`config.mk`:
```
export PLATFORM = sky130hd
export DESIGN_NAME = mrmdp_top
export DESIGN_NICKNAME = d
export VERILOG_FILES = /design/src/mrmdp_pkg.sv /design/src/mrmdp_stream_if.sv /design/src/mrmdp_fifo.sv /design/src/mrmdp_mgmt.sv /design/src/mrmdp_top.sv
export SDC_FILE = /design/constraint.sdc
export NUM_CORES = 1
export LEC_CHECK = 0
export ABC_CLOCK_PERIOD_IN_PS = 6650
export BUFFER_PORTS_ARGS = -buffer_cell sky130_fd_sc_hd__buf_2
export CAP_MARGIN = 10
export CORE_ASPECT_RATIO = 1.1
export CORE_MARGIN = 2
export CORE_UTILIZATION = 40
export CTS_CLUSTER_SIZE = 16
export DETAILED_ROUTE_END_ITERATION = 10
export GPL_TIMING_DRIVEN = 1
export PLACE_DENSITY = 0.63
export SLEW_MARGIN = 5
export SYNTH_ARGS = -nofsm -noshare
export SYNTH_HDL_FRONTEND = slang
export SYNTH_HIERARCHICAL = 1
export SYNTH_SLANG_ARGS = --single-unit
```
`constraint.sdc`:
```
create_clock -name core_clk -period 6.65 [get_ports core_clk]
set_input_delay 1.33 -clock core_clk [delete_from_list [all_inputs] [get_ports core_clk]]
set_output_delay 1.33 -clock core_clk [all_outputs]
set_load 0.02 [all_outputs]
```
`src/mrmdp_pkg.sv`:
```
// Summary of operation
// - Management data line is shared; each side releases it when the other drives.
// - MII transmit clock runs 25 MHz at 100 Mb/s, 2.5 MHz at 10 Mb/s; the code divides the 10 MHz core clock to 5 MHz and 500 kHz.
// - RMII leaves both MII clocks idle; reference clock times both directions.
// - MII receive clock runs 25 MHz at 100 Mb/s, 2.5 MHz at 10 Mb/s; the code gives 5 MHz and 500 kHz, the same as the transmit clock.
// - MII receive nibbles follow the receive clock, valid only with data valid.
// - Receive data valid is high exactly while a valid nibble is presented.
// - RMII gives a receive data valid independent of carrier sense.
// - MII at 100 Mb/s flags receive error on an invalid symbol in a packet.
// - RMII at 100 Mb/s flags receive error on media error during data valid.
// - Device corrupts delivered data on any receive error.
// - RMII receive data is two bits per reference clock.
// - MII carrier sense is high while the receive medium is busy.
// - RMII merges carrier and receive data valid into one signal.
// - Half duplex: collision high while transmit and receive overlap; the code holds col low in RMII.
// - 10 Mb/s half duplex heartbeat pulses collision for about 1 us after transmit; the code gives no heartbeat in RMII.
// - Full duplex holds collision low and gives no heartbeat.
package mrmdp_pkg;

    localparam int CORE_CLK_NS    = 100;
    localparam int MDC_MAX_MHZ    = 25;
    localparam int MII_FAST_KHZ   = 25000;
    localparam int MII_SLOW_KHZ   = 2500;
    localparam int SLOW_RATIO     = MII_FAST_KHZ / MII_SLOW_KHZ;
    localparam int HB_TIME_NS     = 1000;
    localparam int HB_CYCLES      = (HB_TIME_NS + CORE_CLK_NS - 1) / CORE_CLK_NS;

    localparam int          DIV_W      = 5;
    localparam logic [4:0]  HALF_FAST  = 5'h01;
    localparam logic [4:0]  HALF_SLOW  = 5'(SLOW_RATIO);
    localparam int          HB_W       = 4;
    localparam logic [3:0]  HB_LOAD    = 4'(HB_CYCLES);

    localparam int          FIFO_DEPTH = 16;
    localparam int          RXW_W      = 5;
    localparam int          RXW_ERR    = 4;
    localparam logic [3:0]  CORRUPT    = 4'h5;

    localparam int          PRE_BITS   = 32;
    localparam logic [5:0]  PRE_LAST   = 6'h1f;
    localparam logic [1:0]  OP_READ    = 2'h2;
    localparam logic [1:0]  OP_WRITE   = 2'h1;
    localparam logic [4:0]  ADDR_LAST  = 5'h04;
    localparam logic [4:0]  DATA_LAST  = 5'h0f;
    localparam logic [4:0]  OP_LAST    = 5'h01;
    localparam logic [4:0]  TA_LAST    = 5'h01;

    typedef enum logic [6:0] {
        MG_PRE  = 7'h01,
        MG_ST   = 7'h02,
        MG_OP   = 7'h04,
        MG_PA   = 7'h08,
        MG_RA   = 7'h10,
        MG_TA   = 7'h20,
        MG_DAT  = 7'h40
    } mrmdp_mg_state_t;

endpackage

```
`src/mrmdp_stream_if.sv`:
```
`timescale 1ns/1ps
interface mrmdp_stream_if #(
    parameter int W = 5
);
    logic         valid;
    logic         ready;
    logic [W-1:0] data;

    modport src (output valid, output data, input ready);
    modport snk (input valid, input data, output ready);
endinterface

```
`src/mrmdp_fifo.sv`:
```
`timescale 1ns/1ps
module mrmdp_fifo #(
    parameter int W     = 5,
    parameter int DEPTH = 16
) (
    input wire logic        clk,
    input wire logic        rst_n,
    mrmdp_stream_if.snk     in_s,
    mrmdp_stream_if.src     out_s
);
    localparam int AW = $clog2(DEPTH);

    logic [W-1:0] mem [DEPTH];
    logic [AW-1:0] wr_ptr;
    logic [AW-1:0] rd_ptr;
    logic [AW:0]   count;
    logic          push;
    logic          pop;

    assign in_s.ready  = (count != (AW+1)'(DEPTH));
    assign out_s.valid = (count != '0);
    assign out_s.data  = mem[rd_ptr];
    assign push        = in_s.valid && in_s.ready;
    assign pop         = out_s.valid && out_s.ready;

    always_ff @(posedge clk) begin
        if (push) begin
            mem[wr_ptr] <= in_s.data;
        end
    end

    always_ff @(posedge clk or negedge rst_n) begin
        if (!rst_n) begin
            wr_ptr <= '0;
            rd_ptr <= '0;
            count  <= '0;
        end else begin
            if (push) begin
                wr_ptr <= (wr_ptr == AW'(DEPTH - 1)) ? '0 : wr_ptr + 1'b1;
            end
            if (pop) begin
                rd_ptr <= (rd_ptr == AW'(DEPTH - 1)) ? '0 : rd_ptr + 1'b1;
            end
            if (push && !pop) begin
                count <= count + 1'b1;
            end else if (pop && !push) begin
                count <= count - 1'b1;
            end
        end
    end
endmodule

```
`src/mrmdp_mgmt.sv`:
```
`timescale 1ns/1ps
module mrmdp_mgmt (
    input  wire logic        clk,
    input  wire logic        rst_n,
    input  wire logic        mdc_s,
    input  wire logic        mdio_s,
    input  wire logic [4:0]  phy_addr,
    output logic             mdio_o,
    output logic             mdio_oe,
    output logic             mgmt_wr,
    output logic [4:0]       mgmt_reg_addr,
    output logic [15:0]      mgmt_wr_data,
    input  wire logic [15:0] mgmt_rd_data
);
    mrmdp_pkg::mrmdp_mg_state_t state;
    logic        mdc_q;
    logic        rise;
    logic        fall;
    logic [5:0]  ones;
    logic [4:0]  cnt;
    logic [1:0]  op;
    logic [4:0]  pa;
    logic [15:0] shreg;
    logic        is_rd;
    logic        hit;

    // Edges of the already synchronised clock; 10 MHz core limits usable rate
    assign rise = mdc_s && !mdc_q;
    assign fall = !mdc_s && mdc_q;
    assign hit  = (pa == phy_addr);

    always_ff @(posedge clk or negedge rst_n) begin
        if (!rst_n) begin
            mdc_q <= 1'b0;
        end else begin
            mdc_q <= mdc_s;
        end
    end

    always_ff @(posedge clk or negedge rst_n) begin
        if (!rst_n) begin
            state         <= mrmdp_pkg::MG_PRE;
            ones          <= '0;
            cnt           <= '0;
            op            <= '0;
            pa            <= '0;
            shreg         <= '0;
            is_rd         <= 1'b0;
            mgmt_wr       <= 1'b0;
            mgmt_reg_addr <= '0;
            mgmt_wr_data  <= '0;
        end else begin
            mgmt_wr <= 1'b0;
            if (rise) begin
                case (state)
                    mrmdp_pkg::MG_PRE: begin
                        if (mdio_s) begin
                            ones <= (ones == mrmdp_pkg::PRE_LAST + 6'h01) ? ones : ones + 6'h01;
                        end else begin
                            if (ones > mrmdp_pkg::PRE_LAST) begin
                                state <= mrmdp_pkg::MG_ST;
                            end
                            ones <= '0;
                        end
                    end
                    mrmdp_pkg::MG_ST: begin
                        state <= mdio_s ? mrmdp_pkg::MG_OP : mrmdp_pkg::MG_PRE;
                        cnt   <= '0;
                    end
                    mrmdp_pkg::MG_OP: begin
                        op  <= {op[0], mdio_s};
                        cnt <= cnt + 5'h01;
                        if (cnt == mrmdp_pkg::OP_LAST) begin
                            state <= mrmdp_pkg::MG_PA;
                            cnt   <= '0;
                        end
                    end
                    mrmdp_pkg::MG_PA: begin
                        pa  <= {pa[3:0], mdio_s};
                        cnt <= cnt + 5'h01;
                        if (cnt == mrmdp_pkg::ADDR_LAST) begin
                            state <= mrmdp_pkg::MG_RA;
                            cnt   <= '0;
                        end
                    end
                    mrmdp_pkg::MG_RA: begin
                        mgmt_reg_addr <= {mgmt_reg_addr[3:0], mdio_s};
                        cnt           <= cnt + 5'h01;
                        if (cnt == mrmdp_pkg::ADDR_LAST) begin
                            state <= mrmdp_pkg::MG_TA;
                            cnt   <= '0;
                            is_rd <= hit && (op == mrmdp_pkg::OP_READ);
                        end
                    end
                    mrmdp_pkg::MG_TA: begin
                        cnt <= cnt + 5'h01;
                        if (cnt == mrmdp_pkg::TA_LAST) begin
                            state <= mrmdp_pkg::MG_DAT;
                            cnt   <= '0;
                            shreg <= mgmt_rd_data;
                        end
                    end
                    mrmdp_pkg::MG_DAT: begin
                        cnt <= cnt + 5'h01;
                        if (!is_rd) begin
                            shreg <= {shreg[14:0], mdio_s};
                        end else begin
                            shreg <= {shreg[14:0], 1'b0};
                        end
                        if (cnt == mrmdp_pkg::DATA_LAST) begin
                            state <= mrmdp_pkg::MG_PRE;
                            is_rd <= 1'b0;
                            if (hit && op == mrmdp_pkg::OP_WRITE) begin
                                mgmt_wr      <= 1'b1;
                                mgmt_wr_data <= {shreg[14:0], mdio_s};
                            end
                        end
                    end
                    default: state <= mrmdp_pkg::MG_PRE;
                endcase
            end
        end
    end

    // Drive on falling edges so the manager samples a settled bit on rising
    always_ff @(posedge clk or negedge rst_n) begin
        if (!rst_n) begin
            mdio_o  <= 1'b0;
            mdio_oe <= 1'b0;
        end else if (fall) begin
            if (is_rd && state == mrmdp_pkg::MG_TA && cnt == mrmdp_pkg::TA_LAST) begin
                mdio_oe <= 1'b1;
                mdio_o  <= 1'b0;
            end else if (is_rd && state == mrmdp_pkg::MG_DAT) begin
                mdio_oe <= 1'b1;
                mdio_o  <= shreg[15];
            end else begin
                mdio_oe <= 1'b0;
                mdio_o  <= 1'b0;
            end
        end
    end
endmodule

```
`src/mrmdp_top.sv`:
```
`timescale 1ns/1ps
module mrmdp_top #(
    parameter int FIFO_DEPTH = mrmdp_pkg::FIFO_DEPTH
) (
    input  wire logic        core_clk,
    input  wire logic        rst_n,
    input  wire logic        rmii_mode,
    input  wire logic        speed_100,
    input  wire logic        full_duplex,
    input  wire logic        heartbeat_en,
    input  wire logic [4:0]  phy_addr,
    input  wire logic        line_rx_valid,
    input  wire logic [3:0]  line_rx_data,
    input  wire logic        line_rx_err,
    input  wire logic        line_carrier,
    output logic             line_rx_ready,
    output logic             line_tx_valid,
    output logic [3:0]       line_tx_data,
    input  wire logic        tx_en,
    input  wire logic [3:0]  txd,
    output logic             tx_clk,
    output logic             rx_clk,
    output logic             rx_dv,
    output logic             rx_er,
    output logic [3:0]       rxd,
    output logic             crs,
    output logic             col,
    input  wire logic        mdc,
    input  wire logic        mdio_i,
    output logic             mdio_o,
    output logic             mdio_oe,
    output logic             mgmt_wr,
    output logic [4:0]       mgmt_reg_addr,
    output logic [15:0]      mgmt_wr_data,
    input  wire logic [15:0] mgmt_rd_data
);
    logic                    rst_m;
    logic                    rst_core_n;
    logic [4:0]              tx_sync1;
    logic [4:0]              tx_sync2;
    logic [1:0]              mg_sync1;
    logic [1:0]              mg_sync2;
    logic [mrmdp_pkg::DIV_W-1:0] div_cnt;
    logic [mrmdp_pkg::DIV_W-1:0] next_div;
    logic [mrmdp_pkg::DIV_W-1:0] half;
    logic                    mii_clk;
    logic                    tick;
    logic                    rphase;
    logic [1:0]              rhold;
    logic [3:0]              rnib;
    logic                    tphase;
    logic [1:0]              tlow;
    logic                    tx_act;
    logic                    tx_act_q;
    logic [mrmdp_pkg::HB_W-1:0] hb_cnt;

    mrmdp_stream_if #(.W(mrmdp_pkg::RXW_W)) rx_in ();
    mrmdp_stream_if #(.W(mrmdp_pkg::RXW_W)) rx_out ();

    // Corrupted nibble replaces the payload so a MAC may ignore rx_er
    function automatic logic [3:0] deliver(input logic [mrmdp_pkg::RXW_W-1:0] w);
        deliver = w[mrmdp_pkg::RXW_ERR] ? mrmdp_pkg::CORRUPT : w[3:0];
    endfunction

    assign rnib = deliver(rx_out.data);

    always_ff @(posedge core_clk or negedge rst_n) begin
        if (!rst_n) begin
            rst_m      <= 1'b0;
            rst_core_n <= 1'b0;
        end else begin
            rst_m      <= 1'b1;
            rst_core_n <= rst_m;
        end
    end

    // Pins from the MAC and the manager are asynchronous to core_clk
    always_ff @(posedge core_clk or negedge rst_core_n) begin
        if (!rst_core_n) begin
            tx_sync1 <= '0;
            tx_sync2 <= '0;
            mg_sync1 <= '0;
            mg_sync2 <= '0;
        end else begin
            tx_sync1 <= {tx_en, txd};
            tx_sync2 <= tx_sync1;
            mg_sync1 <= {mdc, mdio_i};
            mg_sync2 <= mg_sync1;
        end
    end

    assign tx_act = tx_sync2[4];

    // One divider serves both MII clocks; recovered timing is not modelled
    assign half = speed_100 ? mrmdp_pkg::HALF_FAST : mrmdp_pkg::HALF_SLOW;

    always_comb begin
        if (rmii_mode || div_cnt >= ((half << 1) - 5'h01)) begin
            next_div = '0;
        end else begin
            next_div = div_cnt + 5'h01;
        end
    end

    assign tick = rmii_mode || (div_cnt == half - 5'h01);

    always_ff @(posedge core_clk or negedge rst_core_n) begin
        if (!rst_core_n) begin
            div_cnt <= '0;
            mii_clk <= 1'b0;
        end else begin
            div_cnt <= next_div;
            mii_clk <= !rmii_mode && (next_div < half);
        end
    end

    assign tx_clk = mii_clk;
    assign rx_clk = mii_clk;

    assign rx_in.valid   = line_rx_valid;
    assign rx_in.data    = {line_rx_err, line_rx_data};
    assign line_rx_ready = rx_in.ready;

    mrmdp_fifo #(
        .W     (mrmdp_pkg::RXW_W),
        .DEPTH (FIFO_DEPTH)
    ) u_rx_fifo (
        .clk   (core_clk),
        .rst_n (rst_core_n),
        .in_s  (rx_in),
        .out_s (rx_out)
    );

    // A nibble leaves the buffer per MII tick, or per dibit pair in RMII
    assign rx_out.ready = tick && (!rmii_mode || !rphase);

    always_ff @(posedge core_clk or negedge rst_core_n) begin
        if (!rst_core_n) begin
            rx_dv  <= 1'b0;
            rx_er  <= 1'b0;
            rxd    <= '0;
            rphase <= 1'b0;
            rhold  <= '0;
        end else if (tick) begin
            if (!rmii_mode) begin
                rphase <= 1'b0;
                rx_dv  <= rx_out.valid;
                rxd    <= rx_out.valid ? deliver(rx_out.data) : 4'h0;
                rx_er  <= rx_out.valid && rx_out.data[mrmdp_pkg::RXW_ERR] && speed_100;
            end else if (!rphase) begin
                if (rx_out.valid) begin
                    rxd    <= {2'h0, rnib[1:0]};
                    rhold  <= rnib[3:2];
                    rphase <= 1'b1;
                    rx_dv  <= 1'b1;
                    rx_er  <= rx_out.data[mrmdp_pkg::RXW_ERR] && speed_100;
                end else begin
                    rxd   <= 4'h0;
                    rx_dv <= 1'b0;
                    rx_er <= 1'b0;
                end
            end else begin
                rxd    <= {2'h0, rhold};
                rphase <= 1'b0;
            end
        end
    end

    // After carrier drops, the merged signal toggles while buffered data drains
    always_ff @(posedge core_clk or negedge rst_core_n) begin
        if (!rst_core_n) begin
            crs <= 1'b0;
        end else if (!rmii_mode) begin
            crs <= line_carrier;
        end else begin
            crs <= line_carrier || (rx_out.valid && !rphase);
        end
    end

    // Transmit capture: nibbles on ticks in MII, dibit pairs low first in RMII
    always_ff @(posedge core_clk or negedge rst_core_n) begin
        if (!rst_core_n) begin
            line_tx_valid <= 1'b0;
            line_tx_data  <= '0;
            tphase        <= 1'b0;
            tlow          <= '0;
        end else begin
            line_tx_valid <= 1'b0;
            if (!tx_act) begin
                tphase <= 1'b0;
            end else if (rmii_mode) begin
                if (!tphase) begin
                    tlow   <= tx_sync2[1:0];
                    tphase <= 1'b1;
                end else begin
                    line_tx_valid <= 1'b1;
                    line_tx_data  <= {tx_sync2[1:0], tlow};
                    tphase        <= 1'b0;
                end
            end else if (tick) begin
                line_tx_valid <= 1'b1;
                line_tx_data  <= tx_sync2[3:0];
            end
        end
    end

    always_ff @(posedge core_clk or negedge rst_core_n) begin
        if (!rst_core_n) begin
            tx_act_q <= 1'b0;
            hb_cnt   <= '0;
        end else begin
            tx_act_q <= tx_act;
            if (tx_act_q && !tx_act && !speed_100 && !full_duplex && heartbeat_en && !rmii_mode) begin
                hb_cnt <= mrmdp_pkg::HB_LOAD;
            end else if (hb_cnt != '0) begin
                hb_cnt <= hb_cnt - 4'h1;
            end
        end
    end

    // RMII has no collision pin function; the MAC works it out itself
    always_ff @(posedge core_clk or negedge rst_core_n) begin
        if (!rst_core_n) begin
            col <= 1'b0;
        end else if (full_duplex || rmii_mode) begin
            col <= 1'b0;
        end else begin
            col <= (tx_act && line_carrier) || (hb_cnt != '0);
        end
    end

    mrmdp_mgmt u_mgmt (
        .clk           (core_clk),
        .rst_n         (rst_core_n),
        .mdc_s         (mg_sync2[1]),
        .mdio_s        (mg_sync2[0]),
        .phy_addr      (phy_addr),
        .mdio_o        (mdio_o),
        .mdio_oe       (mdio_oe),
        .mgmt_wr       (mgmt_wr),
        .mgmt_reg_addr (mgmt_reg_addr),
        .mgmt_wr_data  (mgmt_wr_data),
        .mgmt_rd_data  (mgmt_rd_data)
    );
endmodule

```
==> qor.yml, run 1 <==
placed_design:
  placedCellCount: 1042
  place_congestion: 0.776
  numPortBuffers: 80
  dp_hpwl_um: 11900
worst_hold_path:
  min_path_type: "reg2reg"
  hp-start: "tx_sync1[3]"
  hold_depth: 0
  hold_end: "tx_sync2[3]"
pwr:
  vdd_ir_drop_max_mv: 0.244
  power.share.clock_pct: 32.1
  leakage_uw: 0.00449
  comb_power_share_pct: 24.6
  sw_frac_of_total_pct: 30.7
  seq_power_share_pct: 43.3
  cellPowerDensity_nw_per_um2: 368
  intPower_uw: 2700
  p_sw_uw: 1200
finish:
  final_layout_size_suffix_gt1_share_pct: 24.8
  seq_area_um2: 5560
  fin_cells: 1086
  layout_commonest_cell: "dfrtp_1"
  fin_nets: 831
  final.fill_count: 2002
  layout_common_cells: "124 x dfrtp_1, 80 x buf_2, 80 x edfxtp_1, 70 x nand2_1, 51 x nor2_1"
  num_antenna_cells: 0
  area_growth_pct: 15.3
  multiInputGateArea_um2: 3400
sta:
  hold_violations: 0
  post-route-period-util_pct: 56.0
  period_minus_slack_ns: 3.72
  drv_slew: 0
  max_freq_mhz: 269
  worst_slew_pin_slew_ns: 0.985
  slew-limit-headroom_pct: 34.4
  skew_ns: 0.0164
  setup_tns_ns: 0
  rsz0062_at_grt: "no"
  setup_viol: 0
routing:
  vias_per_cell: 5.17
  dr.pass1.iters: 4
  wl_um: 17800
  wl_per_cell_um: 16.4
  drtIter0Drc: 280
  num_vias: 5618
  detail-route-antenna-nets: 0
  drc: 0
critical_path:
  cp_cell_sequence: "buf_2, and3b_1, o21ai_2, o21a_1, inv_1, o21ai_4, ha_1, inv_1, fa_1, a21o_1, a2111oi_0, o31ai_1"
  cpLargestDelayFamily: "compound AO/OA/AOI/OAI gates"
  crit_required_ns: 7.03
  startpoint: "speed_100"
  rr_startpoint: "div_cnt[0]"
  cp_common_cell: "inv_1"
  max_stage_delay_ns: 0.46
  rr_worst_depth: 11
  worstSetupPathType: "in2reg"
  path_max_fanout: 9
  crit_buf_inv: 3
  cp_slowest_cell: "a2111oi_0"
  startpoint_type: "primary input"
  critical_path_arrival_ns: 4.10
  end_kind: "register"
  regToRegEndpoint: "u_rx_fifo/count[4]"
  r2r_setup_slack_ns: 3.47
clock_network:
  cts.clk_slew.worst_paths_ns: 0.06
  ctsHtreeMaxLevel: 1
  post_cts_buffers: 0
  clock-sinks: 206
  numCtsBuffers: 24
  cts_resized: 0
  ctsHoldBuffers: 0
  cts_tree: "yes"
  ctsLongestPathBuffers: 3
  cts_root_buf: "clkbuf_16"
  clk_latency_ns: 0.51
logic_synthesis:
  syn-num-nets: 750
  synth.top_cell.area_share_pct: 34.0
  synthTopCellsByArea: "dfrtp_1 34%, edfxtp_1 26%, mux2_2 5.4%, mux4_1 3.1%, ha_1 2.9%"
  yosysTopAreaCell: "dfrtp_1"
  synth_edf_count: 80
  syn_avg_cell_area_um2: 13.4
  ys_warn_count: 6
  syn_area_um2: 9200
  synth_cells: 687
  synth_seq_cells: 206
  async_flop_share_pct: 61.2
  seq_area_frac_synth_pct: 60.4
  synth_ff_type: "dfrtp_1"
  netlist-cell-type-count: 72
flow_run:
  max_cap_viol_count: 0
grt:
  grt_pass1_vias: 5561
  antenna_found_initial: 0
  grt_max_degree: 76
  grt_usage_pct: 14.9
  grt_remaining_overflow: 0
  grt_pass1_wl_um: 29200
floorplanning:
  die_h_um: 163
  std_cell_rows: 58
  fp.dieW_um: 149
  core_um2: 22700
  start_util_pct: 40.5
  io_pins: 81
  die-area_um2: 24200
run_status:
  status: "finished, final reports clean"
## layout make-up
class                   count  area share [%]
well taps                 300            3.54
flip-flops and latches    206            52.5
inverters                  18           0.637
clock inverters            11           0.791
repair buffers             85            4.13
multi-input cells         433            32.1
clock buffers              33            6.37
## stage by stage
step / cell area (um2) / utilization [%] / hold slack (ns) / power, uW / setup WS, ns
2_1_floorplan: 9200 / - / 0.331 / 2430 / 2.88
3_3_place_gp: 9840 / 43.3 / 0.335 / 2660 / 2.53
3_5_place_dp: 9840 / 43.3 / 0.335 / 2680 / 2.40
4_1_cts: 10600 / 46.7 / 0.352 / 3950 / 2.92
5_1_grt: 10600 / 46.7 / 0.356 / 4130 / 2.75
6_report: 10600 / 46.7 / 0.349 / 3900 / 2.93
## state kept, by name, summed over array words and instances, names as in the netlist, 2 cells and up
name,cells
u_mgmt/cnt,5
u_rx_fifo/rd_ptr,4
u_mgmt/mgmt_wr_data,16
u_mgmt/pa,5
u_mgmt/op,2
mg_sync2,2
hb_cnt,4
rxd,4
div_cnt,5
u_mgmt/shreg,16
u_mgmt/state,7
rhold,2
u_mgmt/mgmt_reg_addr,5
u_rx_fifo/wr_ptr,4
tx_sync2,5
mg_sync1,2
line_tx_data,4
u_rx_fifo/count,5
u_rx_fifo/mem,80
tx_sync1,5
u_mgmt/ones,6
tlow,2
## per-layer routing
| metal | vias to the layer above | routed length [um] | global-route usage [%] |
|---|---|---|---|
| met2 | 133 | 8140 | 23.5 |
| met5 | - | 0 | 0 |
| li1 | 2699 | - | - |
| met4 | 0 | 421 | 4.11 |
| met3 | 28 | 814 | 2.46 |
| met1 | 2758 | 8440 | 21.6 |
## power by group through the flow
stage	clock (uW)	sequential (uW)	combinational (uW)
2_1_floorplan	0	1660	773
3_3_place_gp	0	1710	949
3_5_place_dp	0	1710	969
4_1_cts	1290	1690	973
5_1_grt	1350	1720	1070
6_report	1250	1690	958
## kinds of logic after synthesis
| logic type | after synthesis | synth area share (%) |
|---|---|---|
| compound gates | 96 | 7.52 |
| xor+xnor | 19 | 1.81 |
| fa+ha+maj | 22 | 3.07 |
| buf+inv | 48 | 2.72 |
| flops | 206 | 60.4 |
| mux | 77 | 12.4 |
| other cells | 1 | 0.0408 |
| simple gates | 218 | 12.0 |
## synthesized netlist by cell type (7+ instances only)
| library cell | number |
|---|---|
| a22o_1 | 7 |
| xnor2_1 | 10 |
| a22oi_1 | 12 |
| buf_2 | 7 |
| mux4_1 | 11 |
| mux4_2 | 9 |
| dfrtp_1 | 125 |
| nor3_1 | 16 |
| edfxtp_1 | 80 |
| o21ai_0 | 25 |
| nor2_1 | 51 |
| inv_1 | 18 |
| nand2b_1 | 9 |
| nand3_1 | 15 |
| ha_1 | 21 |
| mux2i_1 | 9 |
| mux2_2 | 44 |
| nand2_1 | 70 |
| a31oi_1 | 16 |
| clkbuf_1 | 9 |
| xor2_1 | 9 |
## worst max path at each step
| stage | slack [ns] | endpoint | depth (start not counted) |
|---|---|---|---|
| floorplan | 2.88 | col | 0 |
| global placement | 2.53 | u_rx_fifo/count[4] | 12 |
| detailed placement | 2.40 | u_rx_fifo/count[4] | 12 |
| CTS | 2.92 | u_rx_fifo/count[4] | 12 |
| global route | 2.75 | u_rx_fifo/count[4] | 12 |
| finish | 2.93 | u_rx_fifo/count[4] | 12 |
(Power assumes the default switching activity.)
==> inputs of run 2 (changes only) <==
--- a/config.mk
+++ b/config.mk
@@ -5,7 +5,8 @@
 export SDC_FILE = /design/constraint.sdc
 export NUM_CORES = 1
 export LEC_CHECK = 0
-export ABC_CLOCK_PERIOD_IN_PS = 6650
+export ABC_AREA = 1
+export ABC_CLOCK_PERIOD_IN_PS = 3380
 export BUFFER_PORTS_ARGS = -buffer_cell sky130_fd_sc_hd__buf_2
 export CAP_MARGIN = 10
 export CORE_ASPECT_RATIO = 1.1
@@ -14,7 +15,7 @@
 export CTS_CLUSTER_SIZE = 16
 export DETAILED_ROUTE_END_ITERATION = 10
 export GPL_TIMING_DRIVEN = 1
-export PLACE_DENSITY = 0.63
+export PLACE_DENSITY = 0.65
 export SLEW_MARGIN = 5
 export SYNTH_ARGS = -nofsm -noshare
 export SYNTH_HDL_FRONTEND = slang
==> constraint.sdc (replaced) <==
create_clock -name core_clk -period 3.38 [get_ports core_clk]
set_input_delay 0.676 -clock core_clk [delete_from_list [all_inputs] [get_ports core_clk]]
set_output_delay 0.676 -clock core_clk [all_outputs]
set_load 0.02 [all_outputs]
==> run 2 against run 1 <==
  * Final area grew 6.7%
  * First-iteration DRC count is 70% higher
  * Flip-flop and latch count unchanged
  * Via count is 31% higher
  * Register-to-register slack got worse by 2.5 ns
  * Synthesized area up 7.1%
  * Critical path depth down 1
  * Sequential power is 92% higher
  * Sequential share of layout area decreased by 3.3 points
  * Largest cell class unchanged
  * Largest power group unchanged
  * Highest routed layer unchanged
==> qor.yml, run 2 <==
routing:
  drtIter0Drc: 476  # +70%
  wl_per_cell_um: 13.6  # -17%
  vias_per_cell: 4.83  # -6.6%
  detail-route-antenna-nets: 0  # unchanged
  wl_um: 20800  # +17%
  num_vias: 7375  # +31%
  drc: 0  # unchanged
  dr.pass1.iters: 6  # +2
critical_path:
  startpoint_type: "register"
  crit_required_ns: 3.78  # -3.25 ns
  cp_cell_sequence: "nor2_1, nand4_1, nand2_2, ha_1, inv_1, ha_1, or2_2, nand3_1, nand2_1, nand2_1, nand2_1"
  max_stage_delay_ns: 0.43  # -0.03 ns
  cp_slowest_cell: "dfrtp_1"
  cp_common_cell: "nand2_1"
  cpLargestDelayFamily: "simple AND/OR/NAND/NOR gates"
  worstSetupPathType: "reg2reg"
  crit_buf_inv: 1  # -2
  rr_startpoint: "u_rx_fifo/count[1]"
  path_max_fanout: 9  # unchanged
  end_kind: "register"
  startpoint: "u_rx_fifo/count[1]"
  critical_path_arrival_ns: 2.86  # -1.24 ns
placed_design:
  place_congestion: 0.827  # +6.6%
  numPortBuffers: 80  # unchanged
  dpl_worst_slack_ns: 0.540  # -1.86 ns
  placedCellCount: 1486  # +43%
  dp_hpwl_um: 14200  # +19%
floorplanning:
  core_um2: 24300  # +7.1%
  die_h_um: 169  # +3.4%
  fp.dieW_um: 154  # +3.4%
  std_cell_rows: 60  # +3.4%
  io_pins: 81  # unchanged
  start_util_pct: 40.5  # about the same
  die-area_um2: 25900  # +6.9%
logic_synthesis:
  async_flop_share_pct: 61.2  # unchanged
  synth_seq_cells: 206  # unchanged
  ys_warn_count: 6  # unchanged
  synth.top_cell.area_share_pct: 31.8  # -2.3 points
  synth_ff_type: "dfrtp_1"
  syn_area_um2: 9850  # +7.1%
  synthTopCellsByArea: "dfrtp_1 32%, edfxtp_1 24%, nand2_1 12%, nand3_1 7.6%, inv_1 5.8%"
  netlist-cell-type-count: 47  # -35%
  synth_cells: 1119  # +63%
  yosysMostFrequentCell: "nand2_1"
  yosysTopAreaCell: "dfrtp_1"
  syn_avg_cell_area_um2: 8.80  # -34%
  netlist_top_cells_count: "319 x nand2_1, 152 x inv_1, 149 x nand3_1"
  synth_edf_count: 80  # unchanged
  syn-num-nets: 1182  # +58%
  seq_area_frac_synth_pct: 56.4  # -4.0 points
grt:
  grt_remaining_overflow: 0  # unchanged
  grt_pass1_wl_um: 34800  # +19%
  grt_usage_pct: 16.1  # +1.2 points
  antenna_found_initial: 0  # unchanged
  grt_pass1_vias: 7074  # +27%
  grt_max_degree: 54  # -29%
finish:
  final.fill_count: 2342  # +17%
  layout_commonest_cell: "nand2_1"
  largest_register: "u_rx_fifo/mem"
  num_antenna_cells: 0  # unchanged
  layout_common_cells: "319 x nand2_1, 152 x inv_1, 149 x nand3_1, 124 x dfrtp_1"
  largest_reg_flops: 80  # unchanged
  top_regs: "u_rx_fifo/mem: 80 flops, u_mgmt/mgmt_wr_data: 16 flops, u_mgmt/shreg: 16 flops"
  area_growth_pct: 14.8
  multiInputGateArea_um2: 3480  # +2.3%
  final_layout_size_suffix_gt1_share_pct: 14.1  # -11 points
  fin_nets: 1264  # +52%
  fin_cells: 1527  # +41%
  seq_area_um2: 5560  # unchanged
sta:
  max_freq_mhz: 407
  rsz0062_at_grt: "no"
  post-route-period-util_pct: 72.7
  final.setup.worst_slack_ns: 0.921  # -2.01 ns
  period_minus_slack_ns: 2.46
  worst_slew_pin_slew_ns: 0.710  # -0.275 ns
  setup_tns_ns: 0  # unchanged
  skew_ns: 0.0142  # -0.00227 ns
  drv_slew: 0  # unchanged
  slew-limit-headroom_pct: 52.7  # +18 points
  setup_viol: 0  # unchanged
  hold_violations: 0  # unchanged
worst_hold_path:
  hp-start: "tx_en"
  min_path_type: "in2reg"
pwr:
  cellPowerDensity_nw_per_um2: 715  # +94%
  leakage_uw: 0.00560  # +25%
  vdd_ir_drop_max_mv: 0.455  # +86%
clock_network:
  cts_resized: 0  # unchanged
  post_cts_buffers: 0  # unchanged
  ctsHoldBuffers: 1  # +1
  clk_latency_ns: 0.50  # about the same
  cts.clk_slew.worst_paths_ns: 0.07  # about the same
  cts_root_buf: "clkbuf_16"
  numCtsBuffers: 22  # -8.3%
  ctsHtreeMaxLevel: 1  # unchanged
  cts_tree: "yes"
  clock-sinks: 206  # unchanged
  ctsLongestPathBuffers: 3  # unchanged
flow_run:
  max_cap_viol_count: 0  # unchanged
run_status:
  status: "finished, final reports clean"
-- run 2: area by class of cell --
class	instances	share of cell area, %
flip-flops and latches	206	49.1
multi-input cells	714	30.7
inverters	167	5.60
clock buffers	28	5.53
repair buffers	90	4.34
well taps	310	3.43
clock inverters	12	1.23
-- run 2: final timing paths --
path                       slack (ns)  depth (start not counted)             endpoint
min                              0.28                          1          tx_sync1[4]
max in group asynchronous        2.21                          1          tx_sync1[3]
min in group asynchronous        0.37                          0  u_rx_fifo/wr_ptr[0]
max                              0.92                         11   u_rx_fifo/count[4]
max reg2reg                      0.92                         11   u_rx_fifo/count[4]
min reg2reg                      0.35                          0           rst_core_n
-- run 2: layer usage --
metal  up-vias  GRT usage [%]  share of wire, %
met5         -              0                 0
met4         0           3.99               1.4
met3        30           2.56               3.9
met2       140           27.8                49
met1      3473           21.4                45
li1       3732              -                 -
-- run 2: worst reg2reg max path, stage by stage, from the launching register on --
cell and delay, ns:
dfrtp_1 0.43, nor2_1 0.19, nand4_1 0.30, nand2_2 0.25
ha_1 0.21, inv_1 0.11, ha_1 0.32, or2_2 0.32
nand3_1 0.09, nand2_1 0.05, nand2_1 0.05, nand2_1 0.05
-- run 2: logic make-up after synthesis --
group / after synthesis / share of synthesized area (%)
other: 1 / 0.0381
XOR/XNOR: 15 / 1.33
flip-flops: 206 / 56.4
AND/OR/NAND/NOR: 583 / 26.0
multiplexers: 1 / 0.152
buffers and inverters: 199 / 8.29
AO/OA/AOI/OAI: 92 / 4.92
adder cells (fa/ha/maj): 22 / 2.87
-- run 2: report_power, final --
part	internal [uW]	total, uW	leakage [uW]	switching (uW)
Sequential	2960	3240	0.00228	282
Clock	1540	2500	0.000376	963
Combinational	792	2340	0.00294	1550
Total	5290	8080	0.00560	2790
-- run 2: per-stage QoR --
| stage | utilization (%) | total power, uW | area, um2 | hold WS (ns) |
|---|---|---|---|---|
| after global placement | 43.3 | 5570 | 10500 | 0.335 |
| after detailed placement | 43.3 | 5630 | 10500 | 0.335 |
| after floorplan | - | 5030 | 9850 | 0.331 |
| after CTS | 46.5 | 8160 | 11300 | 0.263 |
| final | 46.5 | 8080 | 11300 | 0.277 |
| after global routing | 46.5 | 8630 | 11300 | 0.253 |
==> inputs of run 3 (changes only) <==
--- a/config.mk
+++ b/config.mk
@@ -6,7 +6,7 @@
 export NUM_CORES = 1
 export LEC_CHECK = 0
 export ABC_AREA = 1
-export ABC_CLOCK_PERIOD_IN_PS = 3380
+export ABC_CLOCK_PERIOD_IN_PS = 2100
 export BUFFER_PORTS_ARGS = -buffer_cell sky130_fd_sc_hd__buf_2
 export CAP_MARGIN = 10
 export CORE_ASPECT_RATIO = 1.1
==> constraint.sdc (replaced) <==
create_clock -name core_clk -period 2.1 [get_ports core_clk]
set_input_delay 0.42 -clock core_clk [delete_from_list [all_inputs] [get_ports core_clk]]
set_output_delay 0.42 -clock core_clk [all_outputs]
set_load 0.02 [all_outputs]
==> run 3 against run 2 <==
  * Clock skew is 0.0028 ns lower
  * Flip-flop and latch count unchanged
  * Critical path type unchanged
  * Via count up 1.4%
  * Register-to-register slack worse by 0.84 ns
  * Wire length rose by 1.3%
  * Largest power group unchanged
  * Combinational power rose by 77%
  * Sequential share of layout area fell by 1.4 points
  * First-iteration DRC count increased by 20%
  * Count of clock-buffer cells in the layout up 4
  * Clock power is 48% higher
==> qor.yml, run 3 (synthesis gave the netlist of run 2 again) <==
finish:
  layout_common_cells: "317 x nand2_1, 149 x inv_1, 146 x nand3_1, 123 x dfrtp_1"
  fin_nets: 1303  # +3.1%
  layout_commonest_cell: "nand2_1"
  multiInputGateArea_um2: 3560  # +2.3%
  area_growth_pct: 18.4
  largest_reg_flops: 80  # unchanged
  largest_register: "u_rx_fifo/mem"
  num_antenna_cells: 0  # unchanged
  seq_area_um2: 5560  # about the same
  final.fill_count: 2319  # -0.98%
  fin_util_pct: 47.9  # +1.4 points
  final_layout_size_suffix_gt1_share_pct: 17.5  # +3.5 points
  top_regs: "u_rx_fifo/mem: 80 flops, u_mgmt/mgmt_wr_data: 16 flops, u_mgmt/shreg: 16 flops"
  fin_cells: 1564  # +2.4%
  finalInstanceArea_um2: 11700  # +3.1%
sta:
  rsz0062_at_grt: "yes"
  post-route-period-util_pct: 96.2  # +24 points
  max_freq_mhz: 495  # +22%
  skew_ns: 0.0114  # -0.00282 ns
  setup_viol: 0  # unchanged
  slew-limit-headroom_pct: 61.7  # +9.0 points
  period_minus_slack_ns: 2.02  # -0.438 ns
  worst_slew_pin_slew_ns: 0.575  # -0.135 ns
  final.setup.worst_slack_ns: 0.0788  # -0.842 ns
  drv_slew: 0  # unchanged
  hold_violations: 0  # unchanged
placed_design:
  dpl_worst_slack_ns: -0.0647  # -0.605 ns
  numPortBuffers: 80  # unchanged
  post_dp_cell_area_um2: 10900  # +3.0%
  place_congestion: 0.808  # -2.2%
  dp_hpwl_um: 14600  # +3.4%
  placedCellCount: 1520  # +2.3%
routing:
  num_vias: 7476  # +1.4%
  detail-route-antenna-nets: 0  # unchanged
  drtIter0Drc: 572  # +20%
  vias_per_cell: 4.78  # -1.0%
  wl_um: 21100  # +1.3%
  drc: 0  # unchanged
  wl_per_cell_um: 13.5  # -1.1%
  dr.pass1.iters: 5  # -1
pwr:
  cellPowerDensity_nw_per_um2: 1120  # +57%
  power.share.clock_pct: 28.3  # -2.6 points
  seq_power_share_pct: 39.9  # -0.2 points
  sw_frac_of_total_pct: 34.9  # +0.30 points
  leakage_uw: 0.00578  # +3.3%
  intPower_uw: 8510  # +61%
  p_sw_uw: 4560  # +63%
  vdd_ir_drop_max_mv: 0.547  # +20%
  comb_power_share_pct: 31.8  # +2.8 points
critical_path:
  end_kind: "register"
  crit_required_ns: 2.54  # -1.24 ns
  worstSetupPathType: "reg2reg"
  critical_path_arrival_ns: 2.46  # -0.40 ns
  path_max_fanout: 5  # -4
  startpoint: "div_cnt[0]"
  rr_startpoint: "div_cnt[0]"
  startpoint_type: "register"
  rr_worst_depth: 18  # +7
clock_network:
  cts.clk_slew.worst_paths_ns: 0.06  # about the same
  ctsLongestPathBuffers: 3  # unchanged
  clk_latency_ns: 0.50  # about the same
  cts_tree: "yes"
  clock-sinks: 206  # unchanged
  cts_root_buf: "clkbuf_16"
  numCtsBuffers: 22  # unchanged
  ctsHtreeMaxLevel: 1  # unchanged
grt:
  antenna_found_initial: 0  # unchanged
  grt_pass1_wl_um: 35000  # +0.57%
  grt_remaining_overflow: 0  # unchanged
  grt_pass1_vias: 7339  # +3.7%
  grt_max_degree: 54  # unchanged
  grt_usage_pct: 16.2  # +0.095 points
floorplanning:
  io_pins: 81  # unchanged
  start_util_pct: 40.5  # unchanged
  fp.dieW_um: 154  # unchanged
  std_cell_rows: 60  # unchanged
  die-area_um2: 25900  # unchanged
  die_h_um: 169  # unchanged
  core_um2: 24300  # unchanged
worst_hold_path:
  min_path_type: "in2reg"
  hp-start: "tx_en"
  hold_depth: 1  # unchanged
run_status:
  status: "finished, final reports clean"
flow_run:
  max_cap_viol_count: 0  # unchanged
-- run 3: worst paths after layout --
path / slack, ns / to
max: 0.08 / u_rx_fifo/count[4]
min: 0.02 / tx_sync1[4]
max reg2reg: 0.08 / u_rx_fifo/count[4]
min reg2reg: 0.22 / mg_sync2[0]
max in group asynchronous: 1.28 / tx_sync1[0]
min in group asynchronous: 0.22 / mg_sync2[0]
-- run 3: layer usage --
metal,vias up,routed length (um),GRT usage (%)
met5,-,0,0
met4,0,442,4.75
met3,34,904,2.48
met2,138,10200,28.0
met1,3493,9490,21.2
li1,3811,-,-
-- run 3: power by group through the flow --
| stage | Sequential [uW] | Combinational [uW] | Clock [uW] |
|---|---|---|---|
| 3_5_place_dp | 5270 | 4040 | 0 |
| 3_3_place_gp | 5260 | 3950 | 0 |
| 5_1_grt | 5290 | 4700 | 3960 |
| 4_1_cts | 5200 | 4070 | 3810 |
| 2_1_floorplan | 5280 | 2870 | 0 |
| 6_report | 5210 | 4150 | 3700 |
-- run 3: layout make-up --
cell class | count | share of cell area [%]
Sequential cell | 206 | 47.7
Tap cell | 310 | 3.33
Clock buffer | 32 | 5.40
Multi-Input combinational cell | 714 | 30.5
Clock inverter | 6 | 0.494
Inverter | 167 | 5.48
Timing Repair Buffer | 129 | 7.09
-- run 3: worst max-delay path, cell delays in order (launching register included) --
cell      delay, ns
dfrtp_2        0.41
inv_2          0.06
nand3_2        0.07
nand2_2        0.08
nand2_4        0.09
nand2_8        0.05
nand2_4        0.07
clkinv_4       0.06
nand2_4        0.06
ha_4           0.15
inv_6          0.05
fa_2           0.39
nand2_2        0.09
nand2_2        0.06
nand2_1        0.06
nand2b_1       0.05
nand2_1        0.06
nand2_1        0.04
nand2_1        0.06
-- run 3: per-stage QoR --
stage          TNS [ns]  total power [uW]  hold WS [ns]
5_1_grt         -0.0545             14000       0.00257
3_3_place_gp    -0.0342              9210         0.208
2_1_floorplan         0              8140         0.124
3_5_place_dp     -0.119              9310         0.208
6_report              0             13100        0.0222
4_1_cts               0             13100      0.000891
-- run 3: timing repair --
action / CTS / global route
endpoints found under the hold margin: 3 / 0
pin swaps: 0 / 13
setup endpoints to repair: 1 / 15
buffers inserted: 1 / 3
hold buffers: 2 / 0
gates resized for setup: 0 / 16
cloned: 0 / 0
